===== src/verilog/aptp_pkg.sv =====
// Constants for the PWM trigger program register bank.
// Assumes a 32-bit APB slave on pclk with byte addresses.
package aptp_pkg;
   localparam int unsigned aptp_num_prog = 4;
   localparam int unsigned aptp_num_slot = 4;
   localparam int unsigned aptp_addr_w = 12;
   localparam logic [11:0] aptp_off_prog0 = 12'h000;
   localparam logic [11:0] aptp_off_prog1 = 12'h004;
   localparam logic [11:0] aptp_off_prog2 = 12'h008;
   localparam logic [11:0] aptp_off_prog3 = 12'h00c;
   localparam logic [11:0] aptp_off_isel0 = 12'h010;
   localparam logic [11:0] aptp_off_isel1 = 12'h014;
   localparam logic [11:0] aptp_off_isel2 = 12'h018;
   localparam logic [11:0] aptp_off_isel3 = 12'h01c;
   localparam int unsigned aptp_slot_w = 8;
   localparam int unsigned aptp_en_pos = 7;
   localparam int unsigned aptp_phase_lsb = 5;
   localparam int unsigned aptp_sel_lsb = 0;
   localparam logic [31:0] aptp_prog_reset = 32'h0000_0000;
   localparam logic [1:0] aptp_isel_reset = 2'h0;
   localparam logic [1:0] aptp_isel_none = 2'h0;
   localparam logic [1:0] aptp_isel_a = 2'h1;
   localparam logic [1:0] aptp_isel_b = 2'h2;
   localparam logic [1:0] aptp_phase_none = 2'h0;
   localparam logic [1:0] aptp_phase_u = 2'h1;
   localparam logic [1:0] aptp_phase_v = 2'h2;
   localparam logic [1:0] aptp_phase_w = 2'h3;
   localparam logic [4:0] aptp_max_code_first = 5'h0e;
   localparam logic [4:0] aptp_max_code_second = 5'h10;
endpackage


===== src/verilog/aptp_slot_decode.sv =====
// One trigger slot: splits a slot byte into its fields.
// Purely combinational; the caller registers the results.
`timescale 1ns/1ns
module aptp_slot_decode
   import aptp_pkg::*;
#(
   parameter bit second_unit = 1'b0
) (
   input wire logic [7:0] slot_byte,
   output logic slot_enable,
   output logic [1:0] slot_phase_tag,
   output logic [4:0] slot_input_select,
   output logic slot_code_valid
);
   logic [4:0] max_code;

   always_comb begin
      max_code = second_unit ? aptp_max_code_second : aptp_max_code_first;
      slot_enable = slot_byte[aptp_en_pos]; // [RL1]
      slot_phase_tag = slot_byte[aptp_phase_lsb +: 2]; // [RL2]
      slot_input_select = slot_byte[aptp_sel_lsb +: 5]; // [RL3]
      // Reserved codes are stored as written; only flagged to the sequencer
      slot_code_valid = (slot_byte[aptp_sel_lsb +: 5] <= max_code); // [RL5]
   end
endmodule


===== src/verilog/aptp_regs.sv =====
// PWM trigger program register bank with APB slave and sequencer port.
// Assumes sequencer inputs come from logic on pclk; no synchronisers.
// Summary of operation
// [RL1] Bits 31,23,15,7 enable slots 3..0
// [RL2] Two-bit phase tag per slot: none,U,V,W
// [RL3] Five-bit input select per slot
// [RL4] Slot m result goes to register m
// [RL5] Binary codes; reserved codes above unit maximum
// [RL6] Per-program select raises done interrupt A/B
// [RL7] All fields reset zero, software read/write
//
// The register offsets and the APB slave port are this design's own decisions.
`timescale 1ns/1ns
module aptp_regs
   import aptp_pkg::*;
#(
   parameter bit second_unit = 1'b0
) (
   input wire logic pclk,
   input wire logic presetn,
   input wire logic psel,
   input wire logic penable,
   input wire logic pwrite,
   input wire logic [11:0] paddr,
   input wire logic [31:0] pwdata,
   input wire logic [3:0] pstrb,
   output logic [31:0] prdata,
   output logic pready,
   output logic pslverr,
   input wire logic [1:0] seq_prog_sel,
   input wire logic seq_done,
   output logic [3:0] slot_enable,
   output logic [7:0] slot_phase_tag,
   output logic [19:0] slot_input_select,
   output logic [7:0] conversion_result_slot,
   output logic [3:0] slot_code_valid,
   output logic pwm_seq_done_irq_a,
   output logic pwm_seq_done_irq_b
);
   typedef struct packed {
      logic [3:0][31:0] prog;
      logic [3:0][1:0] irq_sel;
      logic [31:0] rdata;
      logic ready;
      logic slverr;
      logic [3:0] en;
      logic [3:0][1:0] phase;
      logic [3:0][4:0] sel;
      logic [3:0][1:0] res_idx;
      logic [3:0] valid;
      logic irq_a;
      logic irq_b;
   } aptp_state_s;

   aptp_state_s cur;
   aptp_state_s next_cur;
   logic [3:0] dec_en;
   logic [3:0][1:0] dec_phase;
   logic [3:0][4:0] dec_sel;
   logic [3:0] dec_valid;
   logic [31:0] live_prog;

   assign live_prog = cur.prog[seq_prog_sel];

   // Slot m of the selected program always feeds result register m
   for (genvar m = 0; m < 4; m++) begin : g_slot
      aptp_slot_decode #(
         .second_unit(second_unit)
      ) u_dec (
         .slot_byte(live_prog[m*aptp_slot_w +: aptp_slot_w]),
         .slot_enable(dec_en[m]),
         .slot_phase_tag(dec_phase[m]),
         .slot_input_select(dec_sel[m]),
         .slot_code_valid(dec_valid[m])
      );
   end

   always_comb begin
      logic setup;
      logic wr;
      logic hit;
      logic [2:0] idx;
      logic [31:0] rd;
      logic [31:0] mask;
      setup = psel && !penable;
      wr = psel && penable && cur.ready && pwrite;
      hit = 1'b0;
      idx = 3'h0;
      rd = 32'h0000_0000;
      mask = {{8{pstrb[3]}}, {8{pstrb[2]}}, {8{pstrb[1]}}, {8{pstrb[0]}}};
      next_cur = cur;
      unique case (paddr)
         aptp_off_prog0: begin
            hit = 1'b1;
            idx = 3'h0;
         end
         aptp_off_prog1: begin
            hit = 1'b1;
            idx = 3'h1;
         end
         aptp_off_prog2: begin
            hit = 1'b1;
            idx = 3'h2;
         end
         aptp_off_prog3: begin
            hit = 1'b1;
            idx = 3'h3;
         end
         aptp_off_isel0: begin
            hit = 1'b1;
            idx = 3'h4;
         end
         aptp_off_isel1: begin
            hit = 1'b1;
            idx = 3'h5;
         end
         aptp_off_isel2: begin
            hit = 1'b1;
            idx = 3'h6;
         end
         aptp_off_isel3: begin
            hit = 1'b1;
            idx = 3'h7;
         end
         default: begin
            hit = 1'b0;
         end
      endcase
      if (hit && !idx[2]) begin
         rd = cur.prog[idx[1:0]]; // [RL7]
      end else if (hit) begin
         rd = {30'h0, cur.irq_sel[idx[1:0]]};
      end
      // Zero-wait slave: ready rises for the first access cycle only
      next_cur.ready = setup;
      if (setup) begin
         next_cur.rdata = pwrite ? 32'h0000_0000 : rd;
         next_cur.slverr = !hit;
      end
      if (wr && hit && !idx[2]) begin
         next_cur.prog[idx[1:0]] = (cur.prog[idx[1:0]] & ~mask) | (pwdata & mask); // [RL7]
      end
      if (wr && hit && idx[2] && pstrb[0]) begin
         next_cur.irq_sel[idx[1:0]] = pwdata[1:0]; // [RL6]
      end
      next_cur.en = dec_en; // [RL1]
      next_cur.phase = dec_phase; // [RL2]
      next_cur.sel = dec_sel; // [RL3]
      next_cur.valid = dec_valid; // [RL5]
      for (int m = 0; m < 4; m++) begin
         next_cur.res_idx[m] = 2'(m); // [RL4]
      end
      // Codes 00 and 11 raise nothing when the program finishes
      next_cur.irq_a = seq_done && (cur.irq_sel[seq_prog_sel] == aptp_isel_a); // [RL6]
      next_cur.irq_b = seq_done && (cur.irq_sel[seq_prog_sel] == aptp_isel_b); // [RL6]
   end

   always_ff @(posedge pclk or negedge presetn) begin
      if (!presetn) begin
         cur <= '0; // [RL7]
      end else begin
         cur <= next_cur;
      end
   end

   assign prdata = cur.rdata;
   assign pready = cur.ready;
   assign pslverr = cur.slverr;
   assign slot_enable = cur.en;
   assign slot_phase_tag = cur.phase;
   assign slot_input_select = cur.sel;
   assign conversion_result_slot = cur.res_idx;
   assign slot_code_valid = cur.valid;
   assign pwm_seq_done_irq_a = cur.irq_a;
   assign pwm_seq_done_irq_b = cur.irq_b;
endmodule


===== config.mk =====
export PLATFORM = sky130hd
export DESIGN_NAME = aptp_regs
export DESIGN_NICKNAME = d
export VERILOG_FILES = /design/src/verilog/aptp_pkg.sv /design/src/verilog/aptp_slot_decode.sv /design/src/verilog/aptp_regs.sv
export SDC_FILE = /design/constraint.sdc
export NUM_CORES = 1
export LEC_CHECK = 0
export BUFFER_PORTS_ARGS = -buffer_cell sky130_fd_sc_hd__buf_2
export CORE_ASPECT_RATIO = 1.1
export CORE_UTILIZATION = 30
export DETAILED_ROUTE_END_ITERATION = 10
export MAX_ROUTING_LAYER = met4
export PLACE_DENSITY = 0.58
export SETUP_SLACK_MARGIN = 0.5
export SYNTH_ARGS = -nofsm -noshare
export SYNTH_HDL_FRONTEND = slang
export SYNTH_SLANG_ARGS = --single-unit

===== constraint.sdc =====
create_clock -name pclk -period 2.3 [get_ports pclk]
set_input_delay 0.23 -clock pclk [delete_from_list [all_inputs] [get_ports pclk]]
set_output_delay 0.23 -clock pclk [all_outputs]
set_load 0.05 [all_outputs]

==> run_summary.xml, run 1 <==
<?xml version="1.0" encoding="UTF-8"?>
<metrics>
  <group name="status">
    <metric name="status" unit="">finished, final reports clean</metric>
  </group>
  <group name="synth">
    <metric name="syn-instance-count" unit="">1048</metric>
    <metric name="synth_area_per_cell" unit="µm²">10.20</metric>
    <metric name="synth.lib_cells_used.distinct" unit="">51</metric>
    <metric name="ys_seq_elements" unit="">209</metric>
    <metric name="synth.cell_area" unit="mm²">0.01069</metric>
    <metric name="synth_sequential_area_ratio" unit="">0.4893</metric>
    <metric name="synth-main-ff-cell" unit="">dfrtp_1</metric>
    <metric name="synth-edff-count" unit="">0</metric>
    <metric name="yosysWarnings" unit="">0</metric>
    <metric name="async_set_or_reset_flop_fraction_in_the_synthesized_netlist" unit="">1.000</metric>
  </group>
  <group name="clock_network">
    <metric name="cts-buffers-inserted" unit="">23</metric>
    <metric name="cts_root_buffer" unit="">clkbuf_16</metric>
    <metric name="clock_sinks" unit="">209</metric>
    <metric name="cts_buffer_depth" unit="">3</metric>
    <metric name="tritoncts" unit="">yes</metric>
    <metric name="insertion_delay" unit="ns">0.53</metric>
    <metric name="htreeDepth" unit="">1</metric>
    <metric name="clkSlewWorstSetupHoldPaths" unit="ns">0.06</metric>
  </group>
  <group name="cells_and_area">
    <metric name="antenna_cells_inserted" unit="">0</metric>
    <metric name="design_area" unit="mm²">0.01247</metric>
    <metric name="final_layout_size_suffix_gt1_frac" unit="">0.2498</metric>
    <metric name="mostFrequentLayoutCells" unit="">dfrtp_1 (208), nor2_1 (134), buf_2 (130)</metric>
    <metric name="finish.cell_count_without_fillers" unit="">1569</metric>
    <metric name="multi_input_comb_area" unit="mm²">0.004471</metric>
    <metric name="syn2layout_area_growth" unit="%">16.69</metric>
    <metric name="final-seq-area" unit="mm²">0.005231</metric>
    <metric name="nets" unit="">1165</metric>
    <metric name="n_fill_cell" unit="">3539</metric>
    <metric name="most_common_cell_after_layout_fill_and_taps_aside" unit="">dfrtp_1</metric>
  </group>
  <group name="timing">
    <metric name="min_period_over_period" unit="">0.7661</metric>
    <metric name="max_slew_violation_total_from_the_final_report" unit="">0</metric>
    <metric name="fin_worst_skew" unit="ns">0.02081</metric>
    <metric name="worst_slew_pin_slew" unit="ns">0.7876</metric>
    <metric name="finalWorstPathRequiredPeriod" unit="ns">1.762</metric>
    <metric name="timing.max_slew.rel_slack" unit="">0.4743</metric>
    <metric name="final-setup-viol-count" unit="">0</metric>
    <metric name="top_achievable_clock_speed" unit="GHz">0.5675</metric>
    <metric name="hold_viol" unit="">0</metric>
    <metric name="rsz0062_at_grt" unit="">true</metric>
    <metric name="timing.final.ws_setup" unit="ns">0.5379</metric>
  </group>
  <group name="setup_path">
    <metric name="critical_path.endpoint_type" unit="">flop</metric>
    <metric name="crit_chain" unit="">nand4_1 &gt; nand2b_4 &gt; or2_4 &gt; buf_4 &gt; o21ai_0 &gt; nand2_1</metric>
    <metric name="critical_path.slowest_cell" unit="">dfrtp_2</metric>
    <metric name="arrival" unit="ns">2.16</metric>
    <metric name="crit_type" unit="">reg2reg</metric>
    <metric name="cp_max_fo" unit="">18</metric>
    <metric name="critPathLaunchType" unit="">flop</metric>
    <metric name="critPathMaxStageDelay" unit="ns">0.35</metric>
    <metric name="critPathRequiredTime" unit="ns">2.70</metric>
  </group>
  <group name="drt">
    <metric name="route.detailed.drc" unit="">0</metric>
    <metric name="vias" unit="">8340</metric>
    <metric name="drt-wirelength-per-cell" unit="µm">19.91</metric>
    <metric name="final_antenna_net_count" unit="">0</metric>
    <metric name="drtIter0Drc" unit="">716</metric>
    <metric name="post_drt_via_cell_ratio" unit="">5.315</metric>
    <metric name="number_of_optimization_iterations_in_the_first_detailed_route_pass" unit="">5</metric>
    <metric name="detail_route.wirelength" unit="mm">31.25</metric>
  </group>
  <group name="floorplan">
    <metric name="start_util" unit="">0.3042</metric>
    <metric name="fp.dieH" unit="µm">200.0</metric>
    <metric name="boundaryPins" unit="">136</metric>
    <metric name="fp.coreArea" unit="mm²">0.03513</metric>
    <metric name="die_area" unit="mm²">0.03639</metric>
    <metric name="die_width" unit="µm">182.0</metric>
    <metric name="core.rowCount" unit="">72</metric>
  </group>
  <group name="global_routing">
    <metric name="grt_first_pass_wirelength" unit="mm">48.56</metric>
    <metric name="first_global_vias" unit="">8285</metric>
    <metric name="grt_antenna_before_repair" unit="">0</metric>
    <metric name="grtUsageTotal" unit="">0.1771</metric>
    <metric name="globalRoute.totalOverflow" unit="">0</metric>
    <metric name="grt_max_degree" unit="">58</metric>
  </group>
  <group name="power_and_ir_drop">
    <metric name="switching_share" unit="">0.2428</metric>
    <metric name="cellPowerDensity" unit="mW/mm²">666.1</metric>
    <metric name="share_clk_of_total_power" unit="">0.472</metric>
    <metric name="relative_contribution_of_sequential_cells_to_total_power" unit="">0.447</metric>
    <metric name="vdd_ir_drop_max" unit="V">0.0004338</metric>
    <metric name="netSwitchingPower" unit="µW">2017</metric>
    <metric name="p_int" unit="µW">6291</metric>
    <metric name="p_comb_frac" unit="">0.082</metric>
    <metric name="totalPowerFinal" unit="µW">8308</metric>
    <metric name="static-leakage-power" unit="µW">0.005722</metric>
  </group>
  <group name="job">
    <metric name="max_cap_violations" unit="">0</metric>
  </group>
  <group name="placed_design">
    <metric name="place.gp.congestion" unit="">0.8062</metric>
    <metric name="dp.cells" unit="">1517</metric>
    <metric name="io_buffers" unit="">131</metric>
    <metric name="post-place-ws" unit="ns">-0.03700</metric>
    <metric name="place_area" unit="mm²">0.01158</metric>
    <metric name="dp_hpwl" unit="mm">20.77</metric>
  </group>
  <group name="min_path">
    <metric name="min-delay-path-class" unit="">in2reg</metric>
  </group>
</metrics>
==> cells in the mapped netlist (2+ instances only) <==
library cell / count / area (µm²)
or4_1: 3 / 22.52
mux2i_1: 26 / 260.3
conb_1: 2 / 7.510
nor3_4: 2 / 32.53
o22ai_1: 20 / 125.1
a41oi_1: 16 / 140.1
o31ai_1: 17 / 127.6
or3_1: 10 / 62.56
buf_4: 76 / 570.6
nand2_1: 72 / 270.3
a32oi_1: 14 / 122.6
a21oi_1: 33 / 165.2
dfrtp_1: 209 / 5230
mux4_2: 34 / 765.7
o211ai_1: 19 / 142.6
nor2b_1: 20 / 125.1
o21bai_1: 8 / 60.06
nand2b_1: 3 / 18.77
o21ai_0: 48 / 240.2
a31o_2: 2 / 17.52
mux2_2: 12 / 135.1
a21oi_2: 2 / 17.52
mux2_1: 2 / 22.52
a211oi_1: 8 / 60.06
a22o_1: 3 / 26.28
nor2_1: 135 / 506.7
inv_1: 40 / 150.1
nor3_2: 3 / 30.03
nand3_1: 6 / 30.03
buf_2: 32 / 160.2
clkbuf_1: 44 / 165.2
o2bb2ai_1: 9 / 78.83
a31oi_1: 100 / 625.6
==> cell type report <==
cell class	count	share of cell area
Tap cell	444	0.04454
Inverter	40	0.01204
Clock buffer	33	0.05156
Timing Repair Buffer	185	0.1020
Sequential cell	209	0.4194
Clock inverter	8	0.01194
Multi-Input combinational cell	650	0.3584
==> per-stage QoR <==
| stage | hold slack (ns) | setup TNS (ns) | util |
|---|---|---|---|
| after global placement | 0.2505 | 0 | 0.3295 |
| after global routing | 0.02978 | 0 | 0.3550 |
| after detailed placement | 0.2542 | -0.1931 | 0.3295 |
| after CTS | 0.005799 | 0 | 0.3541 |
| after floorplan | -0.06559 | 0 | - |
| final | 0.01734 | 0 | 0.3550 |
==> worst paths after layout <==
| kind | startpoint | end | slack, ns | cells past startpoint |
|---|---|---|---|---|
| max reg2reg | pready$_DFF_PN0_ | cur[155]$_DFFE_PN0P_ | 0.54 | 6 |
| max in group asynchronous | presetn | prdata[20]$_DFFE_PN0P_ | 1.33 | 3 |
| max | pready$_DFF_PN0_ | cur[155]$_DFFE_PN0P_ | 0.54 | 6 |
| min reg2reg | prdata[31]$_DFFE_PN0P_ | prdata[31]$_DFFE_PN0P_ | 0.47 | 2 |
| min | pwdata[1] | cur[83]$_DFFE_PN0P_ | 0.02 | 2 |
| min in group asynchronous | presetn | slot_input_select[7]$_DFF_PN0_ | 0.27 | 2 |
==> state kept, by name (all words and copies together) (netlist names) <==
signal	cells
slot_enable	4
cur	136
pwm_seq_done_irq_b	1
conversion_result_slot	1
slot_input_select	20
pwm_seq_done_irq_a	1
prdata	32
pslverr	1
slot_phase_tag	8
pready	1
slot_code_valid	4
==> logic make-up after synthesis <==
kind of cell,after synthesis,synth area share
AO/OA/AOI/OAI,307,0.1887
buffers and inverters,192,0.09787
flip-flops,209,0.4893
multiplexers,74,0.1107
other,2,0.0007027
AND/OR/NAND/NOR,264,0.1126
==> metal layers <==
metal	wire (µm)	global-route usage	vias up	part of all wire
li1	-	-	3866	-
met1	13420	0.2265	4133	0.43
met2	15210	0.2929	291	0.49
met3	1943	0.02540	50	0.062
met4	671	0.05229	0	0.021
met5	0	-	-	0
==> power by group through the flow <==
stage          Clock (µW)  Combinational, µW  Sequential (µW)
3_5_place_dp            0                679             3780
5_1_grt              4110                737             3710
6_report             3920                681             3710
4_1_cts              4000                689             3710
2_1_floorplan           0                395             3790
3_3_place_gp            0                678             3780
==> timing repair <==
item,CTS,global route
pin swaps,1,0
endpoints found under the hold margin,60,0
hold buffers,6,0
resized for setup,1,1
setup endpoints to repair,39,36
setup buffers,1,4
==> worst max-delay path, delay by kind of cell, from the launching register on <==
family | cells | cell delay, ns
AOI/OAI and AO/OA | 1 | 0.19
buffers and inverters | 1 | 0.25
DFF | 1 | 0.35
and+or+nand+nor | 4 | 0.86
(Power assumes the default switching activity.)
==> run 2: changes to the inputs <==
--- a/config.mk
+++ b/config.mk
@@ -5,6 +5,7 @@
 export SDC_FILE = /design/constraint.sdc
 export NUM_CORES = 1
 export LEC_CHECK = 0
+export ABC_AREA = 1
 export BUFFER_PORTS_ARGS = -buffer_cell sky130_fd_sc_hd__buf_2
 export CORE_ASPECT_RATIO = 1.1
 export CORE_UTILIZATION = 30
==> constraint.sdc (replaced) <==
create_clock -name pclk -period 1.65 [get_ports pclk]
set_input_delay 0.165 -clock pclk [delete_from_list [all_inputs] [get_ports pclk]]
set_output_delay 0.165 -clock pclk [all_outputs]
set_load 0.05 [all_outputs]
==> run 2 against run 1 <==
- final area up 16%
- cell count increased by 30%
- sequential power up 41%
- via count is 26% higher
- worst setup slack worse by 0.42 ns
- routed wire length increased by 22%
- critical path depth increased by 1
- synthesized cell count up 34%
- register-to-register slack lost 0.42 ns
- core utilization grew 4.5 points
- die area grew 2.5%
- synthesized area is 2.5% higher
- critical endpoint is now cur[134]$_DFFE_PN0P_
- largest cell class unchanged
- largest power group is now sequential cells
- highest routed layer unchanged
==> run_summary.xml, run 2 <==
<?xml version="1.0" encoding="UTF-8"?>
<metrics>
  <group name="status">
    <metric name="status" unit="">finished, final reports clean</metric>
  </group>
  <group name="synth">
    <metric name="synth-main-ff-cell" unit="">dfrtp_1</metric>
    <metric name="synth.cell_area" unit="mm²">0.01096</metric>
    <metric name="top_count_cell_post_synth" unit="">nand2_1</metric>
    <metric name="synth.top_cells.by_count" unit="">nand2_1 (476), dfrtp_1 (209), nand3_1 (134), nand4_1 (98), o21ai_0 (90)</metric>
    <metric name="yosysWarnings" unit="">0</metric>
    <metric name="synth_area_per_cell" unit="µm²">7.783</metric>
    <metric name="syn-instance-count" unit="">1408</metric>
    <metric name="async_set_or_reset_flop_fraction_in_the_synthesized_netlist" unit="">1.000</metric>
    <metric name="synth_sequential_area_ratio" unit="">0.4773</metric>
    <metric name="synth.lib_cells_used.distinct" unit="">32</metric>
    <metric name="yosys_top_cell_by_area" unit="">dfrtp_1</metric>
    <metric name="dominant_cells_by_area_after_synthesis" unit="">dfrtp_1 (48%), nand2_1 (16%), nand3_1 (6.1%)</metric>
    <metric name="synth_top_area_share" unit="">0.4773</metric>
    <metric name="ys_seq_elements" unit="">209</metric>
    <metric name="synth-edff-count" unit="">0</metric>
  </group>
  <group name="clock_network">
    <metric name="cts-buffers-inserted" unit="">23</metric>
    <metric name="cts_buffer_depth" unit="">3</metric>
    <metric name="insertion_delay" unit="ns">0.52</metric>
    <metric name="tritoncts" unit="">yes</metric>
    <metric name="clkSlewWorstSetupHoldPaths" unit="ns">0.06</metric>
    <metric name="htreeDepth" unit="">1</metric>
    <metric name="cts_root_buffer" unit="">clkbuf_16</metric>
    <metric name="clock_sinks" unit="">209</metric>
  </group>
  <group name="timing">
    <metric name="timing.max_slew.rel_slack" unit="">0.5754</metric>
    <metric name="final-setup-viol-count" unit="">0</metric>
    <metric name="finalWorstPathRequiredPeriod" unit="ns">1.533</metric>
    <metric name="hold_viol" unit="">0</metric>
    <metric name="max_slew_violation_total_from_the_final_report" unit="">0</metric>
    <metric name="rsz0062_at_grt" unit="">true</metric>
    <metric name="fin_worst_skew" unit="ns">0.01790</metric>
    <metric name="top_achievable_clock_speed" unit="GHz">0.6524</metric>
    <metric name="worst_slew_pin_slew" unit="ns">0.6363</metric>
    <metric name="min_period_over_period" unit="">0.9290</metric>
    <metric name="fin_hold_ws" unit="ns">0.01746</metric>
  </group>
  <group name="drt">
    <metric name="drt-wirelength-per-cell" unit="µm">18.62</metric>
    <metric name="number_of_optimization_iterations_in_the_first_detailed_route_pass" unit="">6</metric>
    <metric name="detail_route.wirelength" unit="mm">38.04</metric>
    <metric name="route.detailed.drc" unit="">0</metric>
    <metric name="final_antenna_net_count" unit="">0</metric>
    <metric name="post_drt_via_cell_ratio" unit="">5.143</metric>
    <metric name="drtIter0Drc" unit="">849</metric>
    <metric name="vias" unit="">10510</metric>
  </group>
  <group name="power_and_ir_drop">
    <metric name="totalPowerFinal" unit="µW">11410</metric>
    <metric name="vdd_ir_drop_max" unit="V">0.0005351</metric>
    <metric name="static-leakage-power" unit="µW">0.007309</metric>
    <metric name="cellPowerDensity" unit="mW/mm²">791.8</metric>
  </group>
  <group name="cells_and_area">
    <metric name="nets" unit="">1600</metric>
    <metric name="postLayoutCoreUtil" unit="">0.3995</metric>
    <metric name="largest_register" unit="">cur</metric>
    <metric name="mostFrequentLayoutCells" unit="">nand2_1 (453), dfrtp_1 (207), nand3_1 (131)</metric>
    <metric name="final_layout_size_suffix_gt1_frac" unit="">0.2682</metric>
    <metric name="largest_register_ff_count" unit="">136</metric>
    <metric name="n_fill_cell" unit="">3588</metric>
    <metric name="syn2layout_area_growth" unit="%">31.54</metric>
    <metric name="most_common_cell_after_layout_fill_and_taps_aside" unit="">nand2_1</metric>
  </group>
  <group name="placed_design">
    <metric name="io_buffers" unit="">131</metric>
    <metric name="dp_hpwl" unit="mm">24.00</metric>
    <metric name="place.gp.congestion" unit="">0.8653</metric>
  </group>
  <group name="setup_path">
    <metric name="cp_max_fo" unit="">21</metric>
    <metric name="crit_type" unit="">reg2reg</metric>
    <metric name="critPathLaunchType" unit="">flop</metric>
    <metric name="critical_path.reg2reg.startpoint" unit="">pready$_DFF_PN0_</metric>
    <metric name="setup.reg_to_reg.worst_slack" unit="ns">0.12</metric>
    <metric name="ff2ff_path_depth" unit="">7</metric>
    <metric name="timing.rr.end" unit="">cur[134]$_DFFE_PN0P_</metric>
    <metric name="critPathRequiredTime" unit="ns">2.11</metric>
    <metric name="critical_path.endpoint_type" unit="">flop</metric>
    <metric name="arrival" unit="ns">1.99</metric>
  </group>
  <group name="global_routing">
    <metric name="grt_first_pass_wirelength" unit="mm">58.30</metric>
    <metric name="first_global_vias" unit="">10450</metric>
    <metric name="grt_max_degree" unit="">60</metric>
    <metric name="globalRoute.totalOverflow" unit="">0</metric>
    <metric name="grtUsageTotal" unit="">0.2066</metric>
    <metric name="grt_antenna_before_repair" unit="">1</metric>
  </group>
  <group name="floorplan">
    <metric name="core.rowCount" unit="">73</metric>
    <metric name="start_util" unit="">0.3037</metric>
    <metric name="die_area" unit="mm²">0.03730</metric>
    <metric name="boundaryPins" unit="">136</metric>
    <metric name="die_width" unit="µm">184.2</metric>
    <metric name="fp.coreArea" unit="mm²">0.03608</metric>
    <metric name="fp.dieH" unit="µm">202.5</metric>
  </group>
  <group name="min_path">
    <metric name="holdPathEnd" unit="">cur[92]$_DFFE_PN0P_</metric>
    <metric name="worst_hold_path.num_cells" unit="">4</metric>
    <metric name="min-delay-path-class" unit="">in2reg</metric>
    <metric name="timing.hold.worst.start" unit="">pwdata[4]</metric>
  </group>
  <group name="job">
    <metric name="max_cap_violations" unit="">0</metric>
  </group>
</metrics>
-- run 2: worst max-delay path by stage --
stage,startpoint,end,slack (ns),depth (start not counted)
after detailed placement,paddr[0],prdata[18]$_DFFE_PN0P_,-0.21,10
after floorplan,paddr[0],cur[165]$_DFFE_PN0P_,0.18,14
after global routing,pready$_DFF_PN0_,cur[139]$_DFFE_PN0P_,0.03,8
after global placement,paddr[0],prdata[17]$_DFFE_PN0P_,-0.20,10
after CTS,pready$_DFF_PN0_,cur[214]$_DFFE_PN0P_,0.16,8
final,pready$_DFF_PN0_,cur[134]$_DFFE_PN0P_,0.12,7
-- run 2: repair_timing --
action,in CTS,in global routing
hold buffers,6,0
hold endpoints to repair,190,0
endpoints found under the setup margin,217,247
pin swaps,19,47
resized for setup,214,93
buffers inserted,17,9
gates cloned,2,10
-- run 2: logic make-up after synthesis --
kind of cell / count (synthesis) / synth area share
and+or+nand+nor: 834 / 0.3358
other: 2 / 0.0006853
DFF: 209 / 0.4773
AOI/OAI and AO/OA: 149 / 0.07742
buffers and inverters: 214 / 0.1088
-- run 2: power breakdown --
part	total [µW]	internal, µW	leakage (µW)	switching (µW)
Sequential	5230	5190	0.00286	35.6
Clock	4880	2790	0.000345	2090
Combinational	1310	417	0.00410	892
-- run 2: per-layer routing --
| metal | track usage | part of all wire | vias up |
|---|---|---|---|
| met5 | - | 0 | - |
| met4 | 0.07292 | 0.034 | 0 |
| met3 | 0.02762 | 0.080 | 90 |
| met2 | 0.3189 | 0.46 | 493 |
| met1 | 0.2774 | 0.43 | 5055 |
| li1 | - | - | 4869 |
-- run 2: cell type report --
| type | count | area [µm²] | area share |
|---|---|---|---|
| repair buffers | 272 | 2879 | 0.1997 |
| multi-input cells | 988 | 4798 | 0.3329 |
| flip-flops and latches | 209 | 5233 | 0.3630 |
| clock inverters | 5 | 27.53 | 0.001910 |
| clock buffers | 31 | 665.6 | 0.04618 |
| diodes | 1 | 2.502 | 0.0001736 |
| well taps | 487 | 609.3 | 0.04227 |
| inverters | 50 | 198.9 | 0.01380 |
-- run 2: metrics by stage --
stage | setup slack (ns) | instance area [µm²] | std cells | TNS (ns)
after floorplan | 0.1814 | 11010 | 1411 | 0
after global placement | -0.2012 | 12280 | 1962 | -14.43
after detailed placement | -0.2054 | 12280 | 1962 | -17.08
after CTS | 0.1551 | 13870 | 2023 | 0
after global routing | 0.02763 | 14410 | 2043 | 0
final | 0.1172 | 14410 | 2043 | 0
-- run 2: worst max-delay path: stages (launching register included) --
cell and delay (ns):
dfrtp_2 0.36, nand4_1 0.18, nor2_2 0.19, inv_2 0.09
nor2_4 0.20, buf_12 0.22, nand3_1 0.12, nand2_1 0.08
